===== config.mk =====
export PLATFORM = sky130hd
export DESIGN_NAME = lsp_serial_port
export DESIGN_NICKNAME = d
export VERILOG_FILES = /design/src/lsp_pkg.sv /design/src/lsp_stream_if.sv /design/src/lsp_serial_port.sv /design/src/lsp_fifo.sv /design/src/lsp_addr_gen.sv
export SDC_FILE = /design/constraint.sdc
export NUM_CORES = 1
export LEC_CHECK = 0
export BUFFER_PORTS_ARGS = -buffer_cell sky130_fd_sc_hd__buf_2
export CORE_UTILIZATION = 35
export DETAILED_ROUTE_END_ITERATION = 10
export SLEW_MARGIN = 20
export SYNTH_ARGS = -nofsm -noshare
export SYNTH_HDL_FRONTEND = slang
export SYNTH_SLANG_ARGS = --single-unit
export TNS_END_PERCENT = 30

===== constraint.sdc =====
create_clock -name i_mclk -period 3.8 [get_ports i_mclk]
set_input_delay 0.76 -clock i_mclk [delete_from_list [all_inputs] [get_ports i_mclk]]
set_output_delay 0.76 -clock i_mclk [all_outputs]
set_load 0.02 [all_outputs]

===== src/lsp_pkg.sv =====
// Shared constants for the display serial host port and its RAM address logic
package lsp_pkg;
    localparam logic [1:0] LINK_SPI3 = 2'h0;
    localparam logic [1:0] LINK_SPI4 = 2'h1;
    localparam logic [1:0] LINK_I2C = 2'h2;
    localparam logic [1:0] LINK_SER3 = 2'h3;

    localparam int COL_W = 7;
    localparam int BANK_W = 5;
    localparam int BYTE_W = 8;
    localparam int KIND_W = 2;
    localparam int WORD_W = KIND_W + BYTE_W;
    localparam int TEMP_W = 7;
    localparam int FIFO_DEPTH = 4;

    localparam logic [COL_W-1:0] X_MAX = 7'h5f;
    localparam logic [BANK_W-1:0] Y_MAX = 5'h10;

    localparam logic [KIND_W-1:0] KIND_DATA = 2'h0;
    localparam logic [KIND_W-1:0] KIND_SET_X = 2'h1;
    localparam logic [KIND_W-1:0] KIND_SET_Y = 2'h2;

    localparam logic [7:0] OP_DATA_LEN = 8'h20;
    localparam logic [2:0] OP_SET_Y_HI = 3'h2;
    localparam logic [4:0] OP_READ_HI = 5'h02;
    localparam logic [2:0] RD_TAG_A = 3'h0;
    localparam logic [2:0] RD_TAG_B = 3'h1;
    localparam logic [2:0] RD_MOD_A = 3'h2;
    localparam logic [2:0] RD_MOD_B = 3'h3;
    localparam logic [2:0] RD_SUPPLY = 3'h4;
    localparam logic [2:0] RD_TEMP = 3'h5;

    localparam logic [3:0] SPI_LAST_BIT = 4'h7;
    localparam logic [3:0] SER_LAST_BIT = 4'h8;
    localparam logic [3:0] TX_BITS = 4'h8;

    localparam int SYNC_W = 7;
    localparam logic [SYNC_W-1:0] SYNC_RST = 7'h12;

    typedef enum logic [2:0] {
        ST_IDLE = 3'b001,
        ST_RECV = 3'b010,
        ST_SEND = 3'b100
    } lsp_state_t;
endpackage


===== src/lsp_stream_if.sv =====
// Valid/ready word stream between the port's internal modules
`timescale 1ns/1ps
interface lsp_stream_if #(
    parameter int W = 10
);
    logic valid;
    logic ready;
    logic [W-1:0] data;
    modport src (output valid, output data, input ready);
    modport snk (input valid, input data, output ready);
endinterface


===== src/lsp_serial_port.sv =====
// Serial host port of the matrix display driver with RAM write addressing
`timescale 1ns/1ps
module lsp_serial_port #(
    parameter logic FIXED_TAG_A = 1'b0,
    parameter logic FIXED_TAG_B = 1'b0
) (
    input wire logic i_mclk,
    input wire logic i_rst,
    input wire logic i_hard_clear_n,
    input wire logic i_select_n,
    input wire logic i_shift_clock,
    input wire logic i_serial_in_line,
    input wire logic i_payload_kind,
    input wire logic [1:0] i_link_select,
    input wire logic i_column_major_select,
    input wire logic i_row_flip,
    input wire logic i_column_flip,
    input wire logic i_bit_stack_order,
    input wire logic i_module_tag_a,
    input wire logic i_module_tag_b,
    input wire logic i_supply_flag,
    input wire logic [lsp_pkg::TEMP_W-1:0] i_thermal_reading,
    input wire logic i_ram_ready,
    output logic o_serial_out_line,
    output logic o_serial_out_oe,
    output logic o_cmd_valid,
    output logic [lsp_pkg::BYTE_W-1:0] o_cmd_byte,
    output logic o_ram_we,
    output logic [lsp_pkg::COL_W-1:0] o_ram_col,
    output logic [lsp_pkg::BANK_W-1:0] o_ram_bank,
    output logic [lsp_pkg::BYTE_W-1:0] o_ram_data,
    output logic o_overrun
);
    import lsp_pkg::*;

    // Fixed tag defaults above are arbitrary

    logic [SYNC_W-1:0] meta_q, sync_q;
    logic sclk_d1_q;
    logic sclk_s, sel_s, sdin_s, kind_s, hard_n_s;
    logic [1:0] link_s;
    logic sclk_rise, sclk_fall, clr;

    lsp_state_t state_q;
    logic [3:0] bit_cnt_q;
    logic [BYTE_W-1:0] sh_q;
    logic kind_bit_q;
    logic [BYTE_W-1:0] run_cnt_q;
    logic len_pend_q;

    logic [3:0] last_bit;
    logic rx_go, byte_done, is_data, is_read;
    logic [BYTE_W-1:0] rx_byte;
    logic [BYTE_W-1:0] resp;

    logic push_v_q;
    logic [WORD_W-1:0] push_w_q;
    logic [BYTE_W-1:0] tx_sh_q;
    logic [3:0] tx_cnt_q;

    lsp_stream_if #(.W(WORD_W)) rx_if ();
    lsp_stream_if #(.W(WORD_W)) wr_if ();

    // Clock, select, data, kind, hard clear and link pins go through two flops; only the second stage is looked at
    always_ff @(posedge i_mclk) begin
        if (i_rst) begin
            meta_q <= SYNC_RST;
            sync_q <= SYNC_RST;
            sclk_d1_q <= 1'b0;
        end else begin
            meta_q <= {i_link_select, i_hard_clear_n, i_payload_kind,
                       i_serial_in_line, i_select_n, i_shift_clock};
            sync_q <= meta_q;
            sclk_d1_q <= sync_q[0];
        end
    end

    assign sclk_s = sync_q[0];
    assign sel_s = sync_q[1];
    assign sdin_s = sync_q[2];
    assign kind_s = sync_q[3];
    assign hard_n_s = sync_q[4];
    assign link_s = sync_q[6:5];
    assign sclk_rise = sclk_s && !sclk_d1_q;
    assign sclk_fall = !sclk_s && sclk_d1_q;
    assign clr = i_rst || !hard_n_s;

    // Transfer state: idle while deselected or in I2C mode
    always_ff @(posedge i_mclk) begin
        if (clr) begin
            state_q <= ST_IDLE;
        end else begin
            case (state_q)
                ST_IDLE: begin
                    // Clock assumed low here, so no stray first edge
                    if (!sel_s && link_s != LINK_I2C) begin
                        state_q <= ST_RECV;
                    end
                end
                ST_RECV: begin
                    if (sel_s) begin
                        state_q <= ST_IDLE;
                    end else if (byte_done && is_read) begin
                        state_q <= ST_SEND;
                    end
                end
                ST_SEND: begin
                    // Only a select rise ends a read; further bits are ignored
                    if (sel_s) begin
                        state_q <= ST_IDLE;
                    end
                end
                default: begin
                    state_q <= ST_IDLE;
                end
            endcase
        end
    end

    assign last_bit = (link_s == LINK_SER3) ? SER_LAST_BIT : SPI_LAST_BIT;
    assign rx_go = (state_q == ST_RECV) && !sel_s && sclk_rise;
    assign byte_done = rx_go && (bit_cnt_q == last_bit);
    assign rx_byte = {sh_q[BYTE_W-2:0], sdin_s};

    always_comb begin
        if (link_s == LINK_SER3) begin
            is_data = kind_bit_q;
        end else if (link_s == LINK_SPI4) begin
            is_data = kind_s;
        end else begin
            is_data = (run_cnt_q != '0);
        end
    end

    assign is_read = !is_data && !len_pend_q && rx_byte[7:3] == OP_READ_HI
                     && rx_byte[2:0] <= RD_TEMP;

    // Bit receiver, MSB first; a partial byte dies with the select rise
    always_ff @(posedge i_mclk) begin
        if (clr || state_q != ST_RECV || sel_s) begin
            bit_cnt_q <= '0;
            sh_q <= '0;
            kind_bit_q <= 1'b0;
        end else if (rx_go) begin
            if (link_s == LINK_SER3 && bit_cnt_q == '0) begin
                kind_bit_q <= sdin_s;
            end else begin
                sh_q <= rx_byte;
            end
            bit_cnt_q <= (bit_cnt_q == last_bit) ? '0 : bit_cnt_q + 1'b1;
        end
    end

    // Data run length for the variants without a kind indication
    always_ff @(posedge i_mclk) begin
        if (clr || sel_s) begin
            run_cnt_q <= '0;
            len_pend_q <= 1'b0;
        end else if (byte_done && !is_data) begin
            len_pend_q <= (rx_byte == OP_DATA_LEN) && !len_pend_q;
            if (len_pend_q) begin
                run_cnt_q <= rx_byte;
            end
        end else if (byte_done && link_s == LINK_SPI3) begin
            run_cnt_q <= run_cnt_q - 1'b1;
        end
    end

    // Data and pointer commands share one queue so their order holds
    always_ff @(posedge i_mclk) begin
        if (clr) begin
            push_v_q <= 1'b0;
            push_w_q <= '0;
            o_cmd_valid <= 1'b0;
            o_cmd_byte <= '0;
        end else begin
            push_v_q <= 1'b0;
            o_cmd_valid <= 1'b0;
            if (byte_done && is_data) begin
                push_v_q <= 1'b1;
                push_w_q <= {KIND_DATA, rx_byte};
            end else if (byte_done && !len_pend_q && rx_byte != OP_DATA_LEN
                         && !is_read) begin
                if (rx_byte[7]) begin
                    push_v_q <= 1'b1;
                    push_w_q <= {KIND_SET_X, rx_byte};
                end else if (rx_byte[7:5] == OP_SET_Y_HI) begin
                    push_v_q <= 1'b1;
                    push_w_q <= {KIND_SET_Y, rx_byte};
                end else begin
                    o_cmd_valid <= 1'b1;
                    o_cmd_byte <= rx_byte;
                end
            end
        end
    end

    // The serial side cannot stall, so a full queue is reported, not hidden
    always_ff @(posedge i_mclk) begin
        if (clr) begin
            o_overrun <= 1'b0;
        end else if (push_v_q && !rx_if.ready) begin
            o_overrun <= 1'b1;
        end
    end

    assign rx_if.valid = push_v_q;
    assign rx_if.data = push_w_q;

    always_comb begin
        case (rx_byte[2:0])
            RD_TAG_A: resp = {1'b0, {TEMP_W{FIXED_TAG_A}}};
            RD_TAG_B: resp = {1'b0, {TEMP_W{FIXED_TAG_B}}};
            RD_MOD_A: resp = {1'b0, {TEMP_W{i_module_tag_a}}};
            RD_MOD_B: resp = {1'b0, {TEMP_W{i_module_tag_b}}};
            RD_SUPPLY: resp = {1'b0, {TEMP_W{i_supply_flag}}};
            RD_TEMP: resp = {1'b0, i_thermal_reading};
            default: resp = '0;
        endcase
    end

    // Read byte: new bit on each fall, line released on the eighth rise
    always_ff @(posedge i_mclk) begin
        if (clr) begin
            tx_sh_q <= '0;
            tx_cnt_q <= '0;
            o_serial_out_line <= 1'b0;
            o_serial_out_oe <= 1'b0;
        end else if (byte_done && is_read) begin
            tx_sh_q <= resp;
            tx_cnt_q <= '0;
        end else if (state_q != ST_SEND || sel_s) begin
            o_serial_out_oe <= 1'b0;
            tx_cnt_q <= '0;
        end else if (sclk_fall && tx_cnt_q != TX_BITS) begin
            o_serial_out_line <= tx_sh_q[BYTE_W-1];
            tx_sh_q <= {tx_sh_q[BYTE_W-2:0], 1'b0};
            o_serial_out_oe <= 1'b1;
            tx_cnt_q <= tx_cnt_q + 1'b1;
        end else if (sclk_rise && tx_cnt_q == TX_BITS) begin
            o_serial_out_oe <= 1'b0;
        end
    end

    lsp_fifo #(
        .W(WORD_W),
        .DEPTH(FIFO_DEPTH)
    ) u_fifo (
        .i_mclk(i_mclk),
        .i_clr(clr),
        .s_in(rx_if),
        .s_out(wr_if)
    );

    lsp_addr_gen u_addr (
        .i_mclk(i_mclk),
        .i_clr(clr),
        .s_in(wr_if),
        .i_ram_ready(i_ram_ready),
        .i_column_major_select(i_column_major_select),
        .i_row_flip(i_row_flip),
        .i_column_flip(i_column_flip),
        .i_bit_stack_order(i_bit_stack_order),
        .o_we(o_ram_we),
        .o_col(o_ram_col),
        .o_bank(o_ram_bank),
        .o_data(o_ram_data)
    );

    chk_dc_pin: assert property (@(posedge i_mclk) disable iff (clr)
        byte_done && link_s == LINK_SPI4 && kind_s
        |=> push_v_q && push_w_q[WORD_W-1:BYTE_W] == KIND_DATA)
        else $error("four-line data byte not queued");
    chk_idle_reset: assert property (@(posedge i_mclk) disable iff (clr)
        sel_s |=> bit_cnt_q == 4'h0 && !o_serial_out_oe)
        else $error("receiver active while deselected");
    chk_oe_send: assert property (@(posedge i_mclk) disable iff (clr)
        o_serial_out_oe |-> state_q == ST_SEND && tx_cnt_q != 4'h0)
        else $error("output driven outside a read");
    chk_tx_release: assert property (@(posedge i_mclk) disable iff (clr)
        state_q == ST_SEND && !sel_s && sclk_rise && tx_cnt_q == TX_BITS
        |=> !o_serial_out_oe)
        else $error("output not released after eighth bit");
    chk_run_cmd: assert property (@(posedge i_mclk) disable iff (clr)
        $rose(sel_s) && link_s == LINK_SPI3 |=> run_cnt_q == 8'h0 && bit_cnt_q == 4'h0)
        else $error("data run survived deselect");
    chk_temp_byte: assert property (@(posedge i_mclk) disable iff (clr)
        byte_done && is_read && rx_byte[2:0] == RD_TEMP
        |=> tx_sh_q[TEMP_W-1:0] == $past(i_thermal_reading) && !tx_sh_q[7])
        else $error("temperature byte wrong");
endmodule


===== src/lsp_fifo.sv =====
// Small synchronous FIFO with valid/ready on both sides
`timescale 1ns/1ps
module lsp_fifo #(
    parameter int W = 10,
    parameter int DEPTH = 4
) (
    input wire logic i_mclk,
    input wire logic i_clr,
    lsp_stream_if.snk s_in,
    lsp_stream_if.src s_out
);
    import lsp_pkg::*;
    localparam int AW = (DEPTH > 1) ? $clog2(DEPTH) : 1;
    logic [W-1:0] mem_q [DEPTH];
    logic [AW-1:0] wr_q, rd_q;
    logic [AW:0] cnt_q;
    logic push, pop;

    assign s_in.ready = (cnt_q != (AW+1)'(DEPTH));
    assign s_out.valid = (cnt_q != '0);
    assign s_out.data = mem_q[rd_q];
    assign push = s_in.valid && s_in.ready;
    assign pop = s_out.valid && s_out.ready;

    always_ff @(posedge i_mclk) begin
        if (push) begin
            mem_q[wr_q] <= s_in.data;
        end
    end

    always_ff @(posedge i_mclk) begin
        if (i_clr) begin
            wr_q <= '0;
            rd_q <= '0;
            cnt_q <= '0;
        end else begin
            if (push) begin
                wr_q <= (wr_q == AW'(DEPTH-1)) ? '0 : wr_q + 1'b1;
            end
            if (pop) begin
                rd_q <= (rd_q == AW'(DEPTH-1)) ? '0 : rd_q + 1'b1;
            end
            cnt_q <= cnt_q + (AW+1)'(push) - (AW+1)'(pop);
        end
    end
endmodule


===== src/lsp_addr_gen.sv =====
// Display RAM write pointer with auto-increment, wrap and mirroring
`timescale 1ns/1ps
module lsp_addr_gen (
    input wire logic i_mclk,
    input wire logic i_clr,
    lsp_stream_if.snk s_in,
    input wire logic i_ram_ready,
    input wire logic i_column_major_select,
    input wire logic i_row_flip,
    input wire logic i_column_flip,
    input wire logic i_bit_stack_order,
    output logic o_we,
    output logic [lsp_pkg::COL_W-1:0] o_col,
    output logic [lsp_pkg::BANK_W-1:0] o_bank,
    output logic [lsp_pkg::BYTE_W-1:0] o_data
);
    import lsp_pkg::*;
    logic [COL_W-1:0] x_q;
    logic [BANK_W-1:0] y_q;
    logic [KIND_W-1:0] kind;
    logic [BYTE_W-1:0] byte_in, byte_rev;
    logic acc, wr;

    assign s_in.ready = i_ram_ready;
    assign acc = s_in.valid && i_ram_ready;
    assign kind = s_in.data[WORD_W-1:BYTE_W];
    assign byte_in = s_in.data[BYTE_W-1:0];
    assign wr = acc && (kind == KIND_DATA);

    for (genvar b = 0; b < BYTE_W; b++) begin : g_rev
        assign byte_rev[b] = byte_in[BYTE_W-1-b];
    end

    always_ff @(posedge i_mclk) begin
        if (i_clr) begin
            x_q <= '0;
            y_q <= '0;
        end else if (acc && kind == KIND_SET_X) begin
            x_q <= byte_in[COL_W-1:0];
        end else if (acc && kind == KIND_SET_Y) begin
            y_q <= byte_in[BANK_W-1:0];
        end else if (wr && !i_column_major_select) begin
            if (x_q == X_MAX) begin
                x_q <= '0;
                y_q <= (y_q == Y_MAX) ? '0 : y_q + 1'b1;
            end else begin
                x_q <= x_q + 1'b1;
            end
        end else if (wr) begin
            if (y_q == Y_MAX) begin
                y_q <= '0;
                x_q <= (x_q == X_MAX) ? '0 : x_q + 1'b1;
            end else begin
                y_q <= y_q + 1'b1;
            end
        end
    end

    always_ff @(posedge i_mclk) begin
        if (i_clr) begin
            o_we <= 1'b0;
            o_col <= '0;
            o_bank <= '0;
            o_data <= '0;
        end else begin
            o_we <= wr;
            if (wr) begin
                o_col <= i_column_flip ? X_MAX - x_q : x_q;
                o_bank <= i_row_flip ? Y_MAX - y_q : y_q;
                o_data <= i_bit_stack_order ? byte_rev : byte_in;
            end
        end
    end

    chk_horiz_step: assert property (@(posedge i_mclk) disable iff (i_clr)
        wr && !i_column_major_select && x_q != X_MAX
        |=> x_q == $past(x_q) + 7'h1 && y_q == $past(y_q))
        else $error("horizontal step wrong");
    chk_vert_step: assert property (@(posedge i_mclk) disable iff (i_clr)
        wr && i_column_major_select && y_q == Y_MAX && x_q != X_MAX
        |=> y_q == 5'h0 && x_q == $past(x_q) + 7'h1)
        else $error("vertical wrap wrong");
    chk_last_wrap: assert property (@(posedge i_mclk) disable iff (i_clr)
        wr && x_q == X_MAX && y_q == Y_MAX |=> x_q == 7'h0 && y_q == 5'h0)
        else $error("final address did not wrap");
    chk_mirror_map: assert property (@(posedge i_mclk) disable iff (i_clr)
        wr && i_row_flip && i_column_flip
        |=> o_we && o_bank == Y_MAX - $past(y_q) && o_col == X_MAX - $past(x_q))
        else $error("mirrored address wrong");
endmodule


==> flow_metrics.env <==
export IMPL_grt_usage=0.1455
export IMPL_cts_buffers=17
export IMPL_hold_path_startpoint="meta_q[4]"
export IMPL_synth_nets=720
export IMPL_reg2reg_slack_ns=1.10
export IMPL_synth_edff_count=40
export IMPL_synth_compound_area_frac=0.1333
export IMPL_synthArstFlopShare=0
export IMPL_path_class="reg -> reg"
export IMPL_slowest_delay_ns=0.78
export IMPL_status="complete, no violations"
export IMPL_finalMaxSlewViolations=0
export IMPL_synth_cells=676
export IMPL_max_freq_ghz=0.3698
export IMPL_crit_path_end_kind="flop"
export IMPL_rsz0062_at_grt="false"
export IMPL_slowest_stage="o31ai_2"
export IMPL_place_hpwl_um=9508
export IMPL_p_seq_frac=0.510
export IMPL_p_clk_frac=0.467
export IMPL_hold_path_class="reg -> reg"
export IMPL_switching_power_mw=0.7413
export IMPL_worstPathRequired_ns=4.09
export IMPL_vdd_drop_max_mv=0.3420
export IMPL_hold_viol=0
export IMPL_drv_cap=0
export IMPL_start_util=0.3614
export IMPL_skew_ns=0.007810
export IMPL_antenna_found_initial=0
export IMPL_die_area_sq_mm=0.02014
export IMPL_cts_setup_buffers=0
export IMPL_cp_max_fo=9
export IMPL_synth_most_common_cell="dfxtp_1"
export IMPL_wire_per_inst_um=13.80
export IMPL_ff2ff_path_depth=9
export IMPL_swShare=0.2221
export IMPL_fp_dieW_um=141.9
export IMPL_coreArea_sq_mm=0.01896
export IMPL_pin_count=57
export IMPL_dr_total_vias=4857
export IMPL_io_buffers=55
export IMPL_final_antenna_net_count=0
export IMPL_synth_top_family_by_area="simple AND/OR/NAND/NOR gates"
export IMPL_r2r_end="u_fifo.cnt_q[2]"
export IMPL_grt_max_degree=25
export IMPL_reg2reg_from="u_fifo.cnt_q[2]"
export IMPL_p_int_mw=2.597
export IMPL_maxSlewHeadroom=0.4125
export IMPL_critPathBufInv=2
export IMPL_ys_seq_area_frac=0.5114
export IMPL_worstHoldPathCells=1
export IMPL_tritoncts="done"
export IMPL_route_detailed_drc=0
export IMPL_cts_sinks=155
export IMPL_cp_start_kind="flop"
export IMPL_p_comb_frac=0.023
export IMPL_place_area_sq_mm=0.007346
export IMPL_synthFlopType="dfxtp_1"
export IMPL_synthMuxAreaShare=0.08256
export IMPL_antenna_cells=0
export IMPL_synthTopCellsByArea="dfxtp_1 34%, edfxtp_1 18%, mux2i_1 5.0%, nor2_1 3.8%, a21oi_1 3.7%"
export IMPL_drtPass1Iterations=4
export IMPL_path_delay_family="adder cells"
export IMPL_clk_pin_slew_ns=0.06
export IMPL_clock_path_buffers=2
export IMPL_nNetsFinal=765
export IMPL_fin_crit_ns=2.704
export IMPL_synth_warnings=0
export IMPL_final_setup_tns_ns=0
export IMPL_grt_pass1_wl_um=22910
export IMPL_cp_cell_sequence="o31ai_2 > inv_1 > ha_1 > inv_1 > ha_1 > fa_1 > xnor2_1 > xnor2_1 > nor2_1"
export IMPL_finalCritPeriodShare=0.7117
export IMPL_num_rows=50
export IMPL_routed_wl_um=13710
export IMPL_via_per_inst=4.886
export IMPL_synth_top_cell_by_area="dfxtp_1"
export IMPL_power_density_mw_per_mm2=423.0
export IMPL_die_h_um=141.9
export IMPL_cts_hold_buf=0
export IMPL_yosys_area_top_type_share=0.3361
export IMPL_drive_above_1_share=0.1649
export IMPL_synthXorXnorAreaFrac=0.02046
export IMPL_area_growth_pct=15.20
export IMPL_grt_pass1_vias=4529
export IMPL_fin_area_sq_mm=0.007891
export IMPL_clkLatencyLatePin_ns=0.42
export IMPL_synth_seq_cells=155
export IMPL_synthAdderAreaFrac=0.03763
export IMPL_whs_endpoint="sync_q[4]"
export IMPL_finalSetupViolations=0
export IMPL_p_leak_nw=2.785
export IMPL_first_iter_violations=235
export IMPL_ctsResizeCount=0
export IMPL_gp_congestion=0.8282
export IMPL_syn_area_per_cell_sq_um=10.13
export IMPL_worst_pin_slew_ns=0.8759
export IMPL_ys_types=72
export IMPL_grt_overflow_total=0
export IMPL_syn_area_sq_mm=0.006850
export IMPL_cts_max_level=4
export IMPL_crit_arrival_ns=2.99
export IMPL_yosys_area_share_simple=0.1763
export IMPL_synth_common_cells="115 x dfxtp_1, 70 x nor2_1, 52 x nand2_1"
export IMPL_root_buffer="clkbuf_16"
flip-flops by register name, summed over array words and instances (netlist names), 8 cells and up, named ones only:
signal	count
u_fifo.mem_q	40
run_cnt_q	8
push_w_q	10
u_addr.o_data	8
tx_sh_q	8
metal layers:
metal | track usage | part of all wire | up-vias
li1 | - | - | 2508
met5 | 0 | 0 | -
met2 | 0.2403 | 0.48 | 84
met3 | 0.03071 | 0.035 | 10
met4 | 0.05433 | 0.0072 | 0
met1 | 0.1869 | 0.48 | 2255
through the flow:
stage	setup WS [ns]	utilization	std cells	total power, mW	hold WS, ns
final	1.096	0.4163	994	3.338	0.4071
after global routing	0.8083	0.4163	994	3.455	0.4172
after CTS	1.043	0.4163	994	3.378	0.4086
after detailed placement	1.079	0.3875	962	1.817	0.3936
after global placement	1.174	0.3875	962	1.817	0.3917
after floorplan	1.449	-	676	1.789	0.3895
how the worst max path moves through the flow:
stage / slack (ns) / start / endpoint / cells after the start
after global placement: 1.17 / u_fifo.cnt_q[2] / u_fifo.cnt_q[2] / 9
after CTS: 1.04 / u_fifo.cnt_q[2] / u_fifo.cnt_q[2] / 9
after global routing: 0.81 / flop / u_addr.o_col[0] / 5
after detailed placement: 1.08 / u_fifo.cnt_q[2] / u_fifo.cnt_q[2] / 9
after floorplan: 1.45 / i_ram_ready / u_fifo.cnt_q[2] / 9
final: 1.10 / u_fifo.cnt_q[2] / u_fifo.cnt_q[2] / 9
cell type report:
type	count	area, sq um
clock buffers	20	456.7
clock inverters	12	88.84
fillers	1859	11060
inverters	22	82.58
multi-input cells	462	3099
flip-flops and latches	155	3503
well taps	260	325.3
repair buffers	63	335.3
placed cells by master (no fill, tap or decap), types with 16 or more instances in the layout:
| cell | n |
|---|---|
| dfxtp_1 | 115 |
| nand3_1 | 24 |
| nand2_1 | 52 |
| o21ai_0 | 31 |
| mux2i_1 | 34 |
| nor2_1 | 70 |
| buf_2 | 55 |
| edfxtp_1 | 40 |
| clkbuf_16 | 17 |
| a21oi_1 | 51 |
| ha_1 | 19 |
| nor2b_1 | 16 |
| inv_1 | 22 |
| a211oi_1 | 19 |
power groups by stage:
stage / Sequential, mW / Clock, mW / Combinational, mW
after floorplan: 1.73 / 0 / 0.0551
after global placement: 1.74 / 0 / 0.0780
after detailed placement: 1.74 / 0 / 0.0782
after CTS: 1.70 / 1.60 / 0.0784
after global routing: 1.70 / 1.67 / 0.0854
final: 1.70 / 1.56 / 0.0777
cells by family (layout without fill, tap and decap cells):
logic type / after synthesis / count (layout)
buffers and inverters: 59 / 117
DFF: 155 / 155
adders and majority gates: 20 / 20
xor gates and xnor gates: 16 / 16
and+or+nand+nor: 234 / 234
muxes: 44 / 44
AOI/OAI and AO/OA: 147 / 147
other: 1 / 1
Note: power is estimated with default switching activity, not from simulation.
